$ cat src/rtl/wg_cfg.svh
/*
 * Offsets, field positions, reset values and bus codes of the
 * steering and dead-band waveform stage.
 * Assumes it is included by its bare name after the package.
 */
`ifndef WG_CFG_SVH
`define WG_CFG_SVH

// Register byte offsets.
`define WG_OFF_CTRL   8'h00
`define WG_OFF_POL    8'h04
`define WG_OFF_STEER  8'h08
`define WG_OFF_ISRC   8'h0C
`define WG_OFF_CLK    8'h10
`define WG_OFF_DBR    8'h14
`define WG_OFF_DBF    8'h18
`define WG_OFF_STAT   8'h1C
`define WG_OFF_SHUT   8'h20

// Control and steering register fields.
`define WG_EN_BIT     7
`define WG_LD_BIT     6
`define WG_MODE_HI    2
`define WG_OVR_LO     4

// Reset values.
`define WG_RST_MODE   3'h0
`define WG_RST_NIB    4'h0
`define WG_RST_DB     6'h00

// Bus answers.
`define WG_RESP_OKAY  2'h0
`define WG_RESP_ERR   2'h2

`endif

$ cat src/rtl/wg_pkg.sv
/*
 * Types of the steering and dead-band waveform stage.
 * Assumes nothing of its surroundings.
 */
package wg_pkg;

	// Output mode codes.
	typedef enum logic [2:0]
	{
		MODE_ASTEER = 3'h0,
		MODE_SSTEER = 3'h1,
		MODE_FB_FWD = 3'h2,
		MODE_FB_REV = 3'h3,
		MODE_HALF   = 3'h4,
		MODE_PP     = 3'h5
	} mode_t;

	// Software configuration gathered in one word.
	typedef struct packed
	{
		logic       enable;
		logic [2:0] mode;
		logic [3:0] polarity;
		logic [3:0] steer_select;
		logic [3:0] override_level;
		logic [3:0] input_source_select;
		logic       clk_sel;
		logic [3:0] shut_level;
	} wg_cfg_t;

endpackage

$ cat src/rtl/steering_deadband_waveform.sv
/*
 * Output stage of a complementary waveform generator: input selection,
 * steering, polarity and two dead-band counters, behind AXI4-Lite.
 * Assumes all inputs are synchronous to CLK_I and that the fast
 * oscillator tick is a one-cycle pulse made in this clock domain.
 */
// The register offsets and the AXI4-Lite register port were decided locally.
`timescale 1ns/100ps
`include "wg_cfg.svh"
module steering_deadband_waveform
#(
	parameter int DBW = 6,
	parameter int NSRC = 16
)
(
	// Clock and reset.
	input  wire logic            CLK_I,
	input  wire logic            NRST_I,
	// Write address channel.
	input  wire logic [7:0]      S_AXI_AWADDR_I,
	input  wire logic            S_AXI_AWVALID_I,
	output logic                 S_AXI_AWREADY_O,
	// Write data channel.
	input  wire logic [31:0]     S_AXI_WDATA_I,
	input  wire logic [3:0]      S_AXI_WSTRB_I,
	input  wire logic            S_AXI_WVALID_I,
	output logic                 S_AXI_WREADY_O,
	// Write response channel.
	output logic [1:0]           S_AXI_BRESP_O,
	output logic                 S_AXI_BVALID_O,
	input  wire logic            S_AXI_BREADY_I,
	// Read address channel.
	input  wire logic [7:0]      S_AXI_ARADDR_I,
	input  wire logic            S_AXI_ARVALID_I,
	output logic                 S_AXI_ARREADY_O,
	// Read data channel.
	output logic [31:0]          S_AXI_RDATA_O,
	output logic [1:0]           S_AXI_RRESP_O,
	output logic                 S_AXI_RVALID_O,
	input  wire logic            S_AXI_RREADY_I,
	// Data sources, bit index equals the source code.
	input  wire logic [NSRC-1:0] DATA_SRC_I,
	// Dead-band time base and power state.
	input  wire logic            FAST_OSC_TICK_I,
	input  wire logic            SLEEP_I,
	// Shutdown request from the shutdown logic.
	input  wire logic            SHUTDOWN_I,
	// Outputs A to D in bits 0 to 3.
	output logic [3:0]           OUT_O
);

	wg_pkg::wg_cfg_t cfg_q;          // Software configuration.
	logic [DBW-1:0]  db_buf_q [2];   // Written counts, 0 rise, 1 fall.
	logic [DBW-1:0]  db_act_q [2];   // Counts in use.
	logic            ld_q;           // Load request pending.
	logic            armed_q;        // Falling edge seen since request.
	logic            aw_hold_q;      // Write address captured.
	logic [7:0]      aw_addr_q;      // Captured write address.
	logic            w_hold_q;       // Write data captured.
	logic [31:0]     w_data_q;       // Captured write data.
	logic            w_lane_q;       // Low byte lane enabled.
	logic            bvalid_q;       // Write answer pending.
	logic [1:0]      bresp_q;        // Write answer code.
	logic            rvalid_q;       // Read answer pending.
	logic [1:0]      rresp_q;        // Read answer code.
	logic [31:0]     rdata_q;        // Read answer data.
	logic            in_q;           // Sampled data input.
	logic            in_prev_q;      // Previous sample.
	logic            rise;           // Input rising edge.
	logic            fall;           // Input falling edge.
	logic            tick;           // Dead-band clock period marker.
	logic            dir_q;          // Applied bridge direction, 1 reverse.
	logic            fb;             // A full-bridge mode is set.
	logic            dir_chg;        // Direction change taken now.
	logic [3:0]      steer_sync_q;   // Steering latched at input rise.
	logic [3:0]      steer_eff;      // Steering in force.
	logic [1:0]      start;          // Counter start, 0 rise, 1 fall.
	logic [1:0]      cancel;         // Counter abort.
	logic [1:0]      busy_q;         // Counter running.
	logic [1:0]      done_q;         // Counter finished for this edge.
	logic [DBW-1:0]  cnt_q [2];      // Tick counts.
	logic [3:0]      out_d;          // Next output levels.
	logic [3:0]      out_q;          // Output levels.
	logic            wr_go;          // Write commits this cycle.
	logic            wr_ok;          // Write address is mapped.

	// A write or read address is mapped when it hits a register.
	function automatic logic mapped(input logic [7:0] a);
		logic hit;
		hit = 1'b0;
		case (a)
			`WG_OFF_CTRL, `WG_OFF_POL, `WG_OFF_STEER, `WG_OFF_ISRC,
			`WG_OFF_CLK, `WG_OFF_DBR, `WG_OFF_DBF, `WG_OFF_STAT,
			`WG_OFF_SHUT: hit = 1'b1;
			default: hit = 1'b0;
		endcase
		return hit;
	endfunction

	// Each address and data channel takes one item while no answer waits.
	assign S_AXI_AWREADY_O = ~aw_hold_q & ~bvalid_q;
	assign S_AXI_WREADY_O  = ~w_hold_q & ~bvalid_q;
	assign S_AXI_BVALID_O  = bvalid_q;
	assign S_AXI_BRESP_O   = bresp_q;
	assign S_AXI_ARREADY_O = ~rvalid_q;
	assign S_AXI_RVALID_O  = rvalid_q;
	assign S_AXI_RRESP_O   = rresp_q;
	assign S_AXI_RDATA_O   = rdata_q;
	assign OUT_O           = out_q;
	assign wr_go           = aw_hold_q & w_hold_q;
	assign wr_ok           = mapped(aw_addr_q);

	// Capture address and data in either order, answer once both are in.
	always_ff @(posedge CLK_I)
	begin
		if (!NRST_I)
		begin
			aw_hold_q <= 1'b0;
			aw_addr_q <= 8'h00;
			w_hold_q  <= 1'b0;
			w_data_q  <= 32'h00000000;
			w_lane_q  <= 1'b0;
			bvalid_q  <= 1'b0;
			bresp_q   <= `WG_RESP_OKAY;
		end
		else
		begin
			if (S_AXI_AWVALID_I && S_AXI_AWREADY_O)
			begin
				aw_hold_q <= 1'b1;
				aw_addr_q <= S_AXI_AWADDR_I;
			end
			if (S_AXI_WVALID_I && S_AXI_WREADY_O)
			begin
				w_hold_q <= 1'b1;
				w_data_q <= S_AXI_WDATA_I;
				w_lane_q <= S_AXI_WSTRB_I[0];
			end
			if (wr_go)
			begin
				// Both halves present: commit and answer.
				aw_hold_q <= 1'b0;
				w_hold_q  <= 1'b0;
				bvalid_q  <= 1'b1;
				bresp_q   <= wr_ok ? `WG_RESP_OKAY : `WG_RESP_ERR;
			end
			else if (bvalid_q && S_AXI_BREADY_I)
			begin
				bvalid_q <= 1'b0;
			end
		end
	end

	// Reads answer one cycle after the address is taken.
	always_ff @(posedge CLK_I)
	begin
		if (!NRST_I)
		begin
			rvalid_q <= 1'b0;
			rresp_q  <= `WG_RESP_OKAY;
			rdata_q  <= 32'h00000000;
		end
		else if (S_AXI_ARVALID_I && S_AXI_ARREADY_O)
		begin
			rvalid_q <= 1'b1;
			rresp_q  <= mapped(S_AXI_ARADDR_I) ? `WG_RESP_OKAY
			                                   : `WG_RESP_ERR;
			rdata_q  <= 32'h00000000;
			case (S_AXI_ARADDR_I)
				`WG_OFF_CTRL:  rdata_q[7:0] <= {cfg_q.enable, ld_q, 3'h0,
				                                cfg_q.mode};
				`WG_OFF_POL:   rdata_q[3:0] <= cfg_q.polarity;
				`WG_OFF_STEER: rdata_q[7:0] <= {cfg_q.override_level,
				                                cfg_q.steer_select};
				`WG_OFF_ISRC:  rdata_q[3:0] <= cfg_q.input_source_select;
				`WG_OFF_CLK:   rdata_q[0]   <= cfg_q.clk_sel;
				`WG_OFF_DBR:   rdata_q[DBW-1:0] <= db_buf_q[0];
				`WG_OFF_DBF:   rdata_q[DBW-1:0] <= db_buf_q[1];
				// Live state: outputs, counters, direction, input.
				`WG_OFF_STAT:  rdata_q[9:0] <= {in_q, dir_q, busy_q,
				                                done_q, out_q};
				`WG_OFF_SHUT:  rdata_q[3:0] <= cfg_q.shut_level;
				default:       rdata_q <= 32'h00000000;
			endcase
		end
		else if (rvalid_q && S_AXI_RREADY_I)
		begin
			rvalid_q <= 1'b0;
		end
	end

	// Configuration registers, written when a mapped write commits.
	always_ff @(posedge CLK_I)
	begin
		if (!NRST_I)
		begin
			cfg_q.enable              <= 1'b0;
			cfg_q.mode                <= `WG_RST_MODE;
			cfg_q.polarity            <= `WG_RST_NIB;
			cfg_q.steer_select        <= `WG_RST_NIB;
			cfg_q.override_level      <= `WG_RST_NIB;
			cfg_q.input_source_select <= `WG_RST_NIB;
			cfg_q.clk_sel             <= 1'b0;
			cfg_q.shut_level          <= `WG_RST_NIB;
		end
		else if (wr_go && w_lane_q)
		begin
			case (aw_addr_q)
				`WG_OFF_CTRL:
				begin
					cfg_q.enable <= w_data_q[`WG_EN_BIT];
					cfg_q.mode   <= w_data_q[`WG_MODE_HI:0];
				end
				`WG_OFF_POL:   cfg_q.polarity <= w_data_q[3:0];
				`WG_OFF_STEER:
				begin
					cfg_q.steer_select   <= w_data_q[3:0];
					cfg_q.override_level <= w_data_q[`WG_OVR_LO+:4];
				end
				`WG_OFF_ISRC:  cfg_q.input_source_select <= w_data_q[3:0];
				`WG_OFF_CLK:   cfg_q.clk_sel <= w_data_q[0];
				`WG_OFF_SHUT:  cfg_q.shut_level <= w_data_q[3:0];
				default:       cfg_q.enable <= cfg_q.enable;
			endcase
		end
	end

	// Dead-band counts: written copy, active copy and load request.
	always_ff @(posedge CLK_I)
	begin
		if (!NRST_I)
		begin
			db_buf_q[0] <= `WG_RST_DB;
			db_buf_q[1] <= `WG_RST_DB;
			db_act_q[0] <= `WG_RST_DB;
			db_act_q[1] <= `WG_RST_DB;
			ld_q        <= 1'b0;
			armed_q     <= 1'b0;
		end
		else
		begin
			if (wr_go && w_lane_q && aw_addr_q == `WG_OFF_DBR)
			begin
				db_buf_q[0] <= w_data_q[DBW-1:0];
				// Disabled: the active copy follows the write at once.
				if (!cfg_q.enable)
					db_act_q[0] <= w_data_q[DBW-1:0];
			end
			if (wr_go && w_lane_q && aw_addr_q == `WG_OFF_DBF)
			begin
				db_buf_q[1] <= w_data_q[DBW-1:0];
				if (!cfg_q.enable)
					db_act_q[1] <= w_data_q[DBW-1:0];
			end
			if (!cfg_q.enable)
			begin
				// Soft reset drops any pending request.
				ld_q    <= 1'b0;
				armed_q <= 1'b0;
			end
			else
			begin
				// A request arms on a falling edge, loads on the next rise.
				if (ld_q && fall)
					armed_q <= 1'b1;
				if (armed_q && rise)
				begin
					db_act_q[0] <= db_buf_q[0];
					db_act_q[1] <= db_buf_q[1];
					armed_q     <= 1'b0;
				end
				// A new request set in the load cycle wins over the clear.
				if (wr_go && w_lane_q && aw_addr_q == `WG_OFF_CTRL &&
				    w_data_q[`WG_LD_BIT])
					ld_q <= 1'b1;
				else if (armed_q && rise)
					ld_q <= 1'b0;
			end
		end
	end

	// Pick the data input and sample it for edge detection.
	always_ff @(posedge CLK_I)
	begin
		if (!NRST_I)
		begin
			in_q      <= 1'b0;
			in_prev_q <= 1'b0;
		end
		else
		begin
			in_q      <= DATA_SRC_I[cfg_q.input_source_select];
			in_prev_q <= in_q;
		end
	end

	assign rise = in_q & ~in_prev_q;
	assign fall = ~in_q & in_prev_q;
	// System clock ticks every cycle unless asleep; oscillator ticks on.
	assign tick = cfg_q.clk_sel ? FAST_OSC_TICK_I : ~SLEEP_I;
	assign fb   = cfg_q.mode[2:1] == 2'h1;
	assign dir_chg = fb & rise & (cfg_q.mode[0] != dir_q);

	// Applied direction changes at an input rise, or follows the mode while disabled.
	always_ff @(posedge CLK_I)
	begin
		if (!NRST_I)
			dir_q <= 1'b0;
		else if (!cfg_q.enable || dir_chg)
			dir_q <= cfg_q.mode[0];
	end

	// Synchronous steering latches the selection at each input rise.
	always_ff @(posedge CLK_I)
	begin
		if (!NRST_I)
			steer_sync_q <= `WG_RST_NIB;
		else if (!cfg_q.enable || rise)
			steer_sync_q <= cfg_q.steer_select;
	end

	// Async steering uses the written value in the cycle after the write.
	assign steer_eff = (cfg_q.mode == wg_pkg::MODE_SSTEER) ? steer_sync_q
	                   : cfg_q.steer_select;

	// Start and abort conditions of the two dead-band counters.
	always_comb
	begin
		start  = 2'h0;
		cancel = 2'h0;
		if (cfg_q.mode == wg_pkg::MODE_HALF)
		begin
			start  = {fall, rise};
			cancel = {rise, fall};
		end
		else if (fb)
		begin
			// Reverse change uses the rise counter, forward the fall one.
			start  = {dir_chg & ~cfg_q.mode[0],
			          dir_chg & cfg_q.mode[0]};
			cancel = {fall, fall};
		end
	end

	// Two counters counting ticks up to the active count.
	for (genvar gi = 0; gi < 2; gi++)
	begin : g_db
		always_ff @(posedge CLK_I)
		begin
			if (!NRST_I)
			begin
				cnt_q[gi]  <= `WG_RST_DB;
				busy_q[gi] <= 1'b0;
				done_q[gi] <= 1'b0;
			end
			else if (!cfg_q.enable)
			begin
				// Idle sides track the input level, so the half bridge
				// shows true and inverted input before the first edge.
				cnt_q[gi]  <= `WG_RST_DB;
				busy_q[gi] <= 1'b0;
				done_q[gi] <= (gi == 0) ? in_q : ~in_q;
			end
			else if (cancel[gi])
			begin
				busy_q[gi] <= 1'b0;
				done_q[gi] <= 1'b0;
			end
			else if (start[gi])
			begin
				cnt_q[gi]  <= `WG_RST_DB;
				busy_q[gi] <= db_act_q[gi] != `WG_RST_DB;
				done_q[gi] <= db_act_q[gi] == `WG_RST_DB;
			end
			else if (busy_q[gi] && tick)
			begin
				// Edge and tick are unrelated, so delay is N-1 to N tick periods.
				cnt_q[gi] <= DBW'(cnt_q[gi] + 1'b1);
				if (DBW'(cnt_q[gi] + 1'b1) == db_act_q[gi])
				begin
					busy_q[gi] <= 1'b0;
					done_q[gi] <= 1'b1;
				end
			end
		end
	end

	// Output levels per mode, before the output flops.
	always_comb
	begin
		logic [3:0] r;
		logic       m;
		r = 4'h0;
		m = 1'b0;
		out_d = 4'h0;
		unique case (wg_pkg::mode_t'(cfg_q.mode))
			wg_pkg::MODE_ASTEER, wg_pkg::MODE_SSTEER:
			begin
				for (int i = 0; i < 4; i++)
				begin
					if (!steer_eff[i])
						out_d[i] = cfg_q.override_level[i];
					else if (SHUTDOWN_I)
						out_d[i] = cfg_q.shut_level[i];
					else
						out_d[i] = in_q ~^ cfg_q.polarity[i];
				end
			end
			wg_pkg::MODE_HALF:
			begin
				r = {done_q[1], done_q[0], done_q[1], done_q[0]};
				out_d = SHUTDOWN_I ? cfg_q.shut_level
				        : (r ~^ cfg_q.polarity);
			end
			wg_pkg::MODE_FB_FWD, wg_pkg::MODE_FB_REV:
			begin
				// Modulated output waits while its counter runs.
				m = in_q & ~busy_q[dir_q ? 0 : 1];
				r = dir_q ? {1'b0, 1'b1, m, 1'b0}
				    : {m, 1'b0, 1'b0, 1'b1};
				out_d = SHUTDOWN_I ? cfg_q.shut_level
				        : (r ~^ cfg_q.polarity);
			end
			wg_pkg::MODE_PP:
			begin
				// Sequencing not built: outputs rest inactive.
				out_d = SHUTDOWN_I ? cfg_q.shut_level
				        : ~cfg_q.polarity;
			end
			default:
			begin
				// Undefined codes rest inactive as well.
				out_d = ~cfg_q.polarity;
			end
		endcase
		if (!cfg_q.enable)
			out_d = 4'h0;
	end

	// Output flops.
	always_ff @(posedge CLK_I)
	begin
		if (!NRST_I)
			out_q <= 4'h0;
		else
			out_q <= out_d;
	end

endmodule

$ cat config.mk
export PLATFORM = sky130hd
export DESIGN_NAME = steering_deadband_waveform
export DESIGN_NICKNAME = d
export VERILOG_FILES = /design/src/rtl/wg_pkg.sv /design/src/rtl/steering_deadband_waveform.sv
export VERILOG_INCLUDE_DIRS = /design/src /design/src/rtl
export SDC_FILE = /design/constraint.sdc
export NUM_CORES = 1
export LEC_CHECK = 0
export ABC_AREA = 1
export BUFFER_PORTS_ARGS = -buffer_cell sky130_fd_sc_hd__buf_2
export CAP_MARGIN = 25
export CORE_UTILIZATION = 56
export DETAILED_ROUTE_END_ITERATION = 10
export GPL_TIMING_DRIVEN = 1
export MAX_ROUTING_LAYER = met4
export PLACE_DENSITY = 0.84
export SLEW_MARGIN = 20
export SYNTH_ARGS = -nofsm -noshare
export SYNTH_HDL_FRONTEND = slang
export SYNTH_SLANG_ARGS = --single-unit
$ cat constraint.sdc
create_clock -name CLK_I -period 2.4 [get_ports CLK_I]
set_clock_uncertainty 0.05 [all_clocks]
set_input_delay 0.48 -clock CLK_I [delete_from_list [all_inputs] [get_ports CLK_I]]
set_output_delay 0.48 -clock CLK_I [all_outputs]
set_load 0.005 [all_outputs]
==> impl_metrics.csv <==
group,metric,value,unit
min_path,min_path_type,"in2reg",
logic_synthesis,yosys_most_used_dff,"dfxtp_1",
sta,finalCritPeriodShare,89.3,%
sta,drv_slew,0,
grt,grt_pass1_wl,23.9,mm
clock_tree,clkSinkCount,111,
grt,grt_max_degree,37,
place,portBuffers,71,
logic_synthesis,synth_area_leaders,"dfxtp_1 (25%), edfxtp_1 (18%), nand2_1 (12%), o21ai_0 (7.3%), inv_1 (7.3%)",
clock_tree,postCtsSetupRepairBufs,0,
clock_tree,clockBufferDepth,2,
sta,rsz0062_at_grt,"false",
clock_tree,cts_tree,"done",
worst_setup_path,cp_common_cell,"nand2_1",
worst_setup_path,cp_slowest_cell,"dfxtp_1",
logic_synthesis,syn_inst,859,
worst_setup_path,crit_path_max_fanout,7,
cells_and_area,diodes,0,
floorplan,ios,123,
clock_tree,holdBufCountCts,0,
worst_setup_path,path_buf_inv,1,
logic_synthesis,synth_area,0.00606,mm²
place,place_congestion,1.01,
logic_synthesis,syn_avg_cell_area,7.06,µm²
clock_tree,numCtsBuffers,9,
floorplan,die_w,106,µm
detailed_routing,vias,5720,
worst_setup_path,rr_worst_depth,8,
sta,max-slew-margin-rel,59.7,%
logic_synthesis,synth_edf_count,36,
sta,setup_tns,0,ns
grt,grt_usage,28.1,%
cells_and_area,fillCellCount,945,
min_path,hold_depth,3,
detailed_routing,routed_via_density,5.32,
clock_tree,htreeDepth,3,
sta,setup_viol,0,
detailed_routing,postRouteAntennaNets,0,
grt,grt_pass1_vias,5180,
outcome,status,"finished, final reports clean",
worst_setup_path,crit_path_end_kind,"flop",
clock_tree,clock-root-buffer,"clkbuf_8",
detailed_routing,drt-pass1-iter-count,6,
logic_synthesis,async_reset_ff_share,0,%
worst_setup_path,crit_type,"reg2reg",
detailed_routing,wl_per_cell,13.6,µm
logic_synthesis,synth_top_area_share,24.8,%
flow_run,maxCapViolCount,0,
cells_and_area,mostFrequentLayoutCells,"nand2_1 (187), inv_1 (119), nor2_1 (102)",
cells_and_area,final_common_cell,"nand2_1",
logic_synthesis,synth_top_family_by_area,"simple AND/OR/NAND/NOR gates",
logic_synthesis,synth.area.mux_share,0,%
clock_tree,ctsResizeCount,0,
grt,overflow,0,
logic_synthesis,yosys.area_share.adder,0.413,%
detailed_routing,drtIter0Drc,514,
floorplan,dieArea,0.0112,mm²
floorplan,fp-row-count,37,
place,hpwlAfterDp,11.6,mm
floorplan,design.core.area,0.0104,mm²
logic_synthesis,synth.distinct_cells,37,
power_and_ir_drop,p_per_area,531,mW/mm²
worst_setup_path,worstPathRequired,2.42,ns
worst_setup_path,crit_cells,8,
grt,antenna_found_initial,0,
sta,hold_violations,0,
cells_and_area,multi_input_area,0.00284,mm²
detailed_routing,routed_wl,14.7,mm
logic_synthesis,synth-seq-area-share,42.6,%
worst_setup_path,path_cells,"nor2_1 > nand2_1 > inv_2 > nand2_2 > nand2_1 > nor3_2 > nand4_2 > nand3b_1",
clock_tree,clkTransAtPathRegs,0.11,ns
cells_and_area,drive_above_1_share,13.7,%
cells_and_area,utilization,64.6,%
logic_synthesis,synth-seq-cells,111,
detailed_routing,drc,0,
power_and_ir_drop,ir_worst_vdd,389,µV
logic_synthesis,synth_compound_area_share,16.1,%
worst_setup_path,critPathLaunchType,"flop",
logic_synthesis,yosysWarnings,0,
clock_tree,insertion_delay,0.39,ns
logic_synthesis,synth_xor_area_share,0.144,%
sta,max_freq,466,MHz
logic_synthesis,synthSimpleGateAreaFrac,28.8,%
cells_and_area,seq_area,0.00258,mm²
floorplan,start_util,58.2,%
floorplan,die_h,106,µm
cells_and_area,nets,1014,
worst_setup_path,crit_family,"simple AND/OR/NAND/NOR gates",
power_and_ir_drop,p_total,3.57,mW
sta,fin_crit,2.14,ns
sta,tightest_slew,0.601,ns
power_and_ir_drop,p_leak,2.99,nW
worst_setup_path,arrival,2.16,ns
logic_synthesis,yosys.area.top_type,"dfxtp_1",
worst_setup_path,slowest_delay,0.47,ns
cells_and_area,syn_to_final_growth,10.9,%
## per-stage QoR
stage	cells	hold slack [ns]	instance area, µm²	setup slack, ns
3_3_place_gp	1059	0.383	6500	0.345
5_1_grt	1075	0.315	6730	0.0195
6_report	1075	0.286	6730	0.256
3_5_place_dp	1059	0.388	6500	0.292
4_1_cts	1075	0.286	6730	0.263
2_1_floorplan	882	0.375	6150	0.667
## final timing paths
check | end | from | slack (ns)
hold / removal | w_data_q[6] | S_AXI_WDATA_I[6] | 0.29
hold reg to reg | steer_sync_q[1] | steer_sync_q[1] | 0.40
setup reg to reg | cnt_q[1][3] | cfg_q[21] | 0.26
setup / recovery | cnt_q[1][3] | cfg_q[21] | 0.26
## final cells by class
cell class	count	share of cell area (%)
Clock buffer	11	2.42
Clock inverter	5	0.893
Tap cell	136	2.53
Multi-Input combinational cell	606	42.3
Timing Repair Buffer	83	6.62
Inverter	123	6.86
Sequential cell	111	38.4
## cell usage after synthesis, types with 2 or more instances
library cell,count
a211oi_1,12
a21oi_1,61
buf_2,6
buf_4,26
clkbuf_1,10
dfxtp_1,75
edfxtp_1,36
ha_1,2
inv_1,118
inv_2,4
nand2_1,187
nand2_2,5
nand3_1,69
nand3b_1,2
nand4_1,8
nand4_2,2
nor2_1,102
nor2_2,9
nor2_4,4
nor3_1,3
nor3_2,2
o211ai_1,10
o21a_1,2
o21ai_0,89
o22ai_1,2
or2_2,2
## state kept, by name, indices dropped and copies added (netlist names), 2 cells and up
register       flops
OUT_O              4
S_AXI_RDATA_O     10
aw_addr_q          8
busy_q             2
cfg_q             25
cnt_q             12
db_act_q          12
db_buf_q          12
done_q             2
steer_sync_q       4
w_data_q           8
## kinds of logic after synthesis
kind of cell,after synthesis
and+or+nand+nor,399
AOI/OAI and AO/OA,180
buffers and inverters,165
DFF,111
adders and majority gates,2
xor gates and xnor gates,1
other,1
## metal layers
metal  share of wire [%]  global-route usage [%]  wire (µm)
met4                 2.7                    10.0        398
met5                   0                       -          0
met2                  46                    45.8       6800
met1                  42                    34.5       6200
met3                 8.6                    5.89       1250
## worst reg2reg max path, cell delays in order, from the launching register on
cell and delay [ns]:
dfxtp_1 0.47, nor2_1 0.08, nand2_1 0.12, inv_2 0.09
nand2_2 0.10, nand2_1 0.09, nor3_2 0.22, nand4_2 0.25
nand3b_1 0.35
## where the power goes
| group | switching, mW | internal (mW) | total (mW) |
|---|---|---|---|
| Combinational | 0.217 | 0.107 | 0.324 |
| Clock | 0.644 | 0.580 | 1.22 |
| Sequential | 0.0367 | 1.99 | 2.02 |
Power figures use the tool's default switching activity.
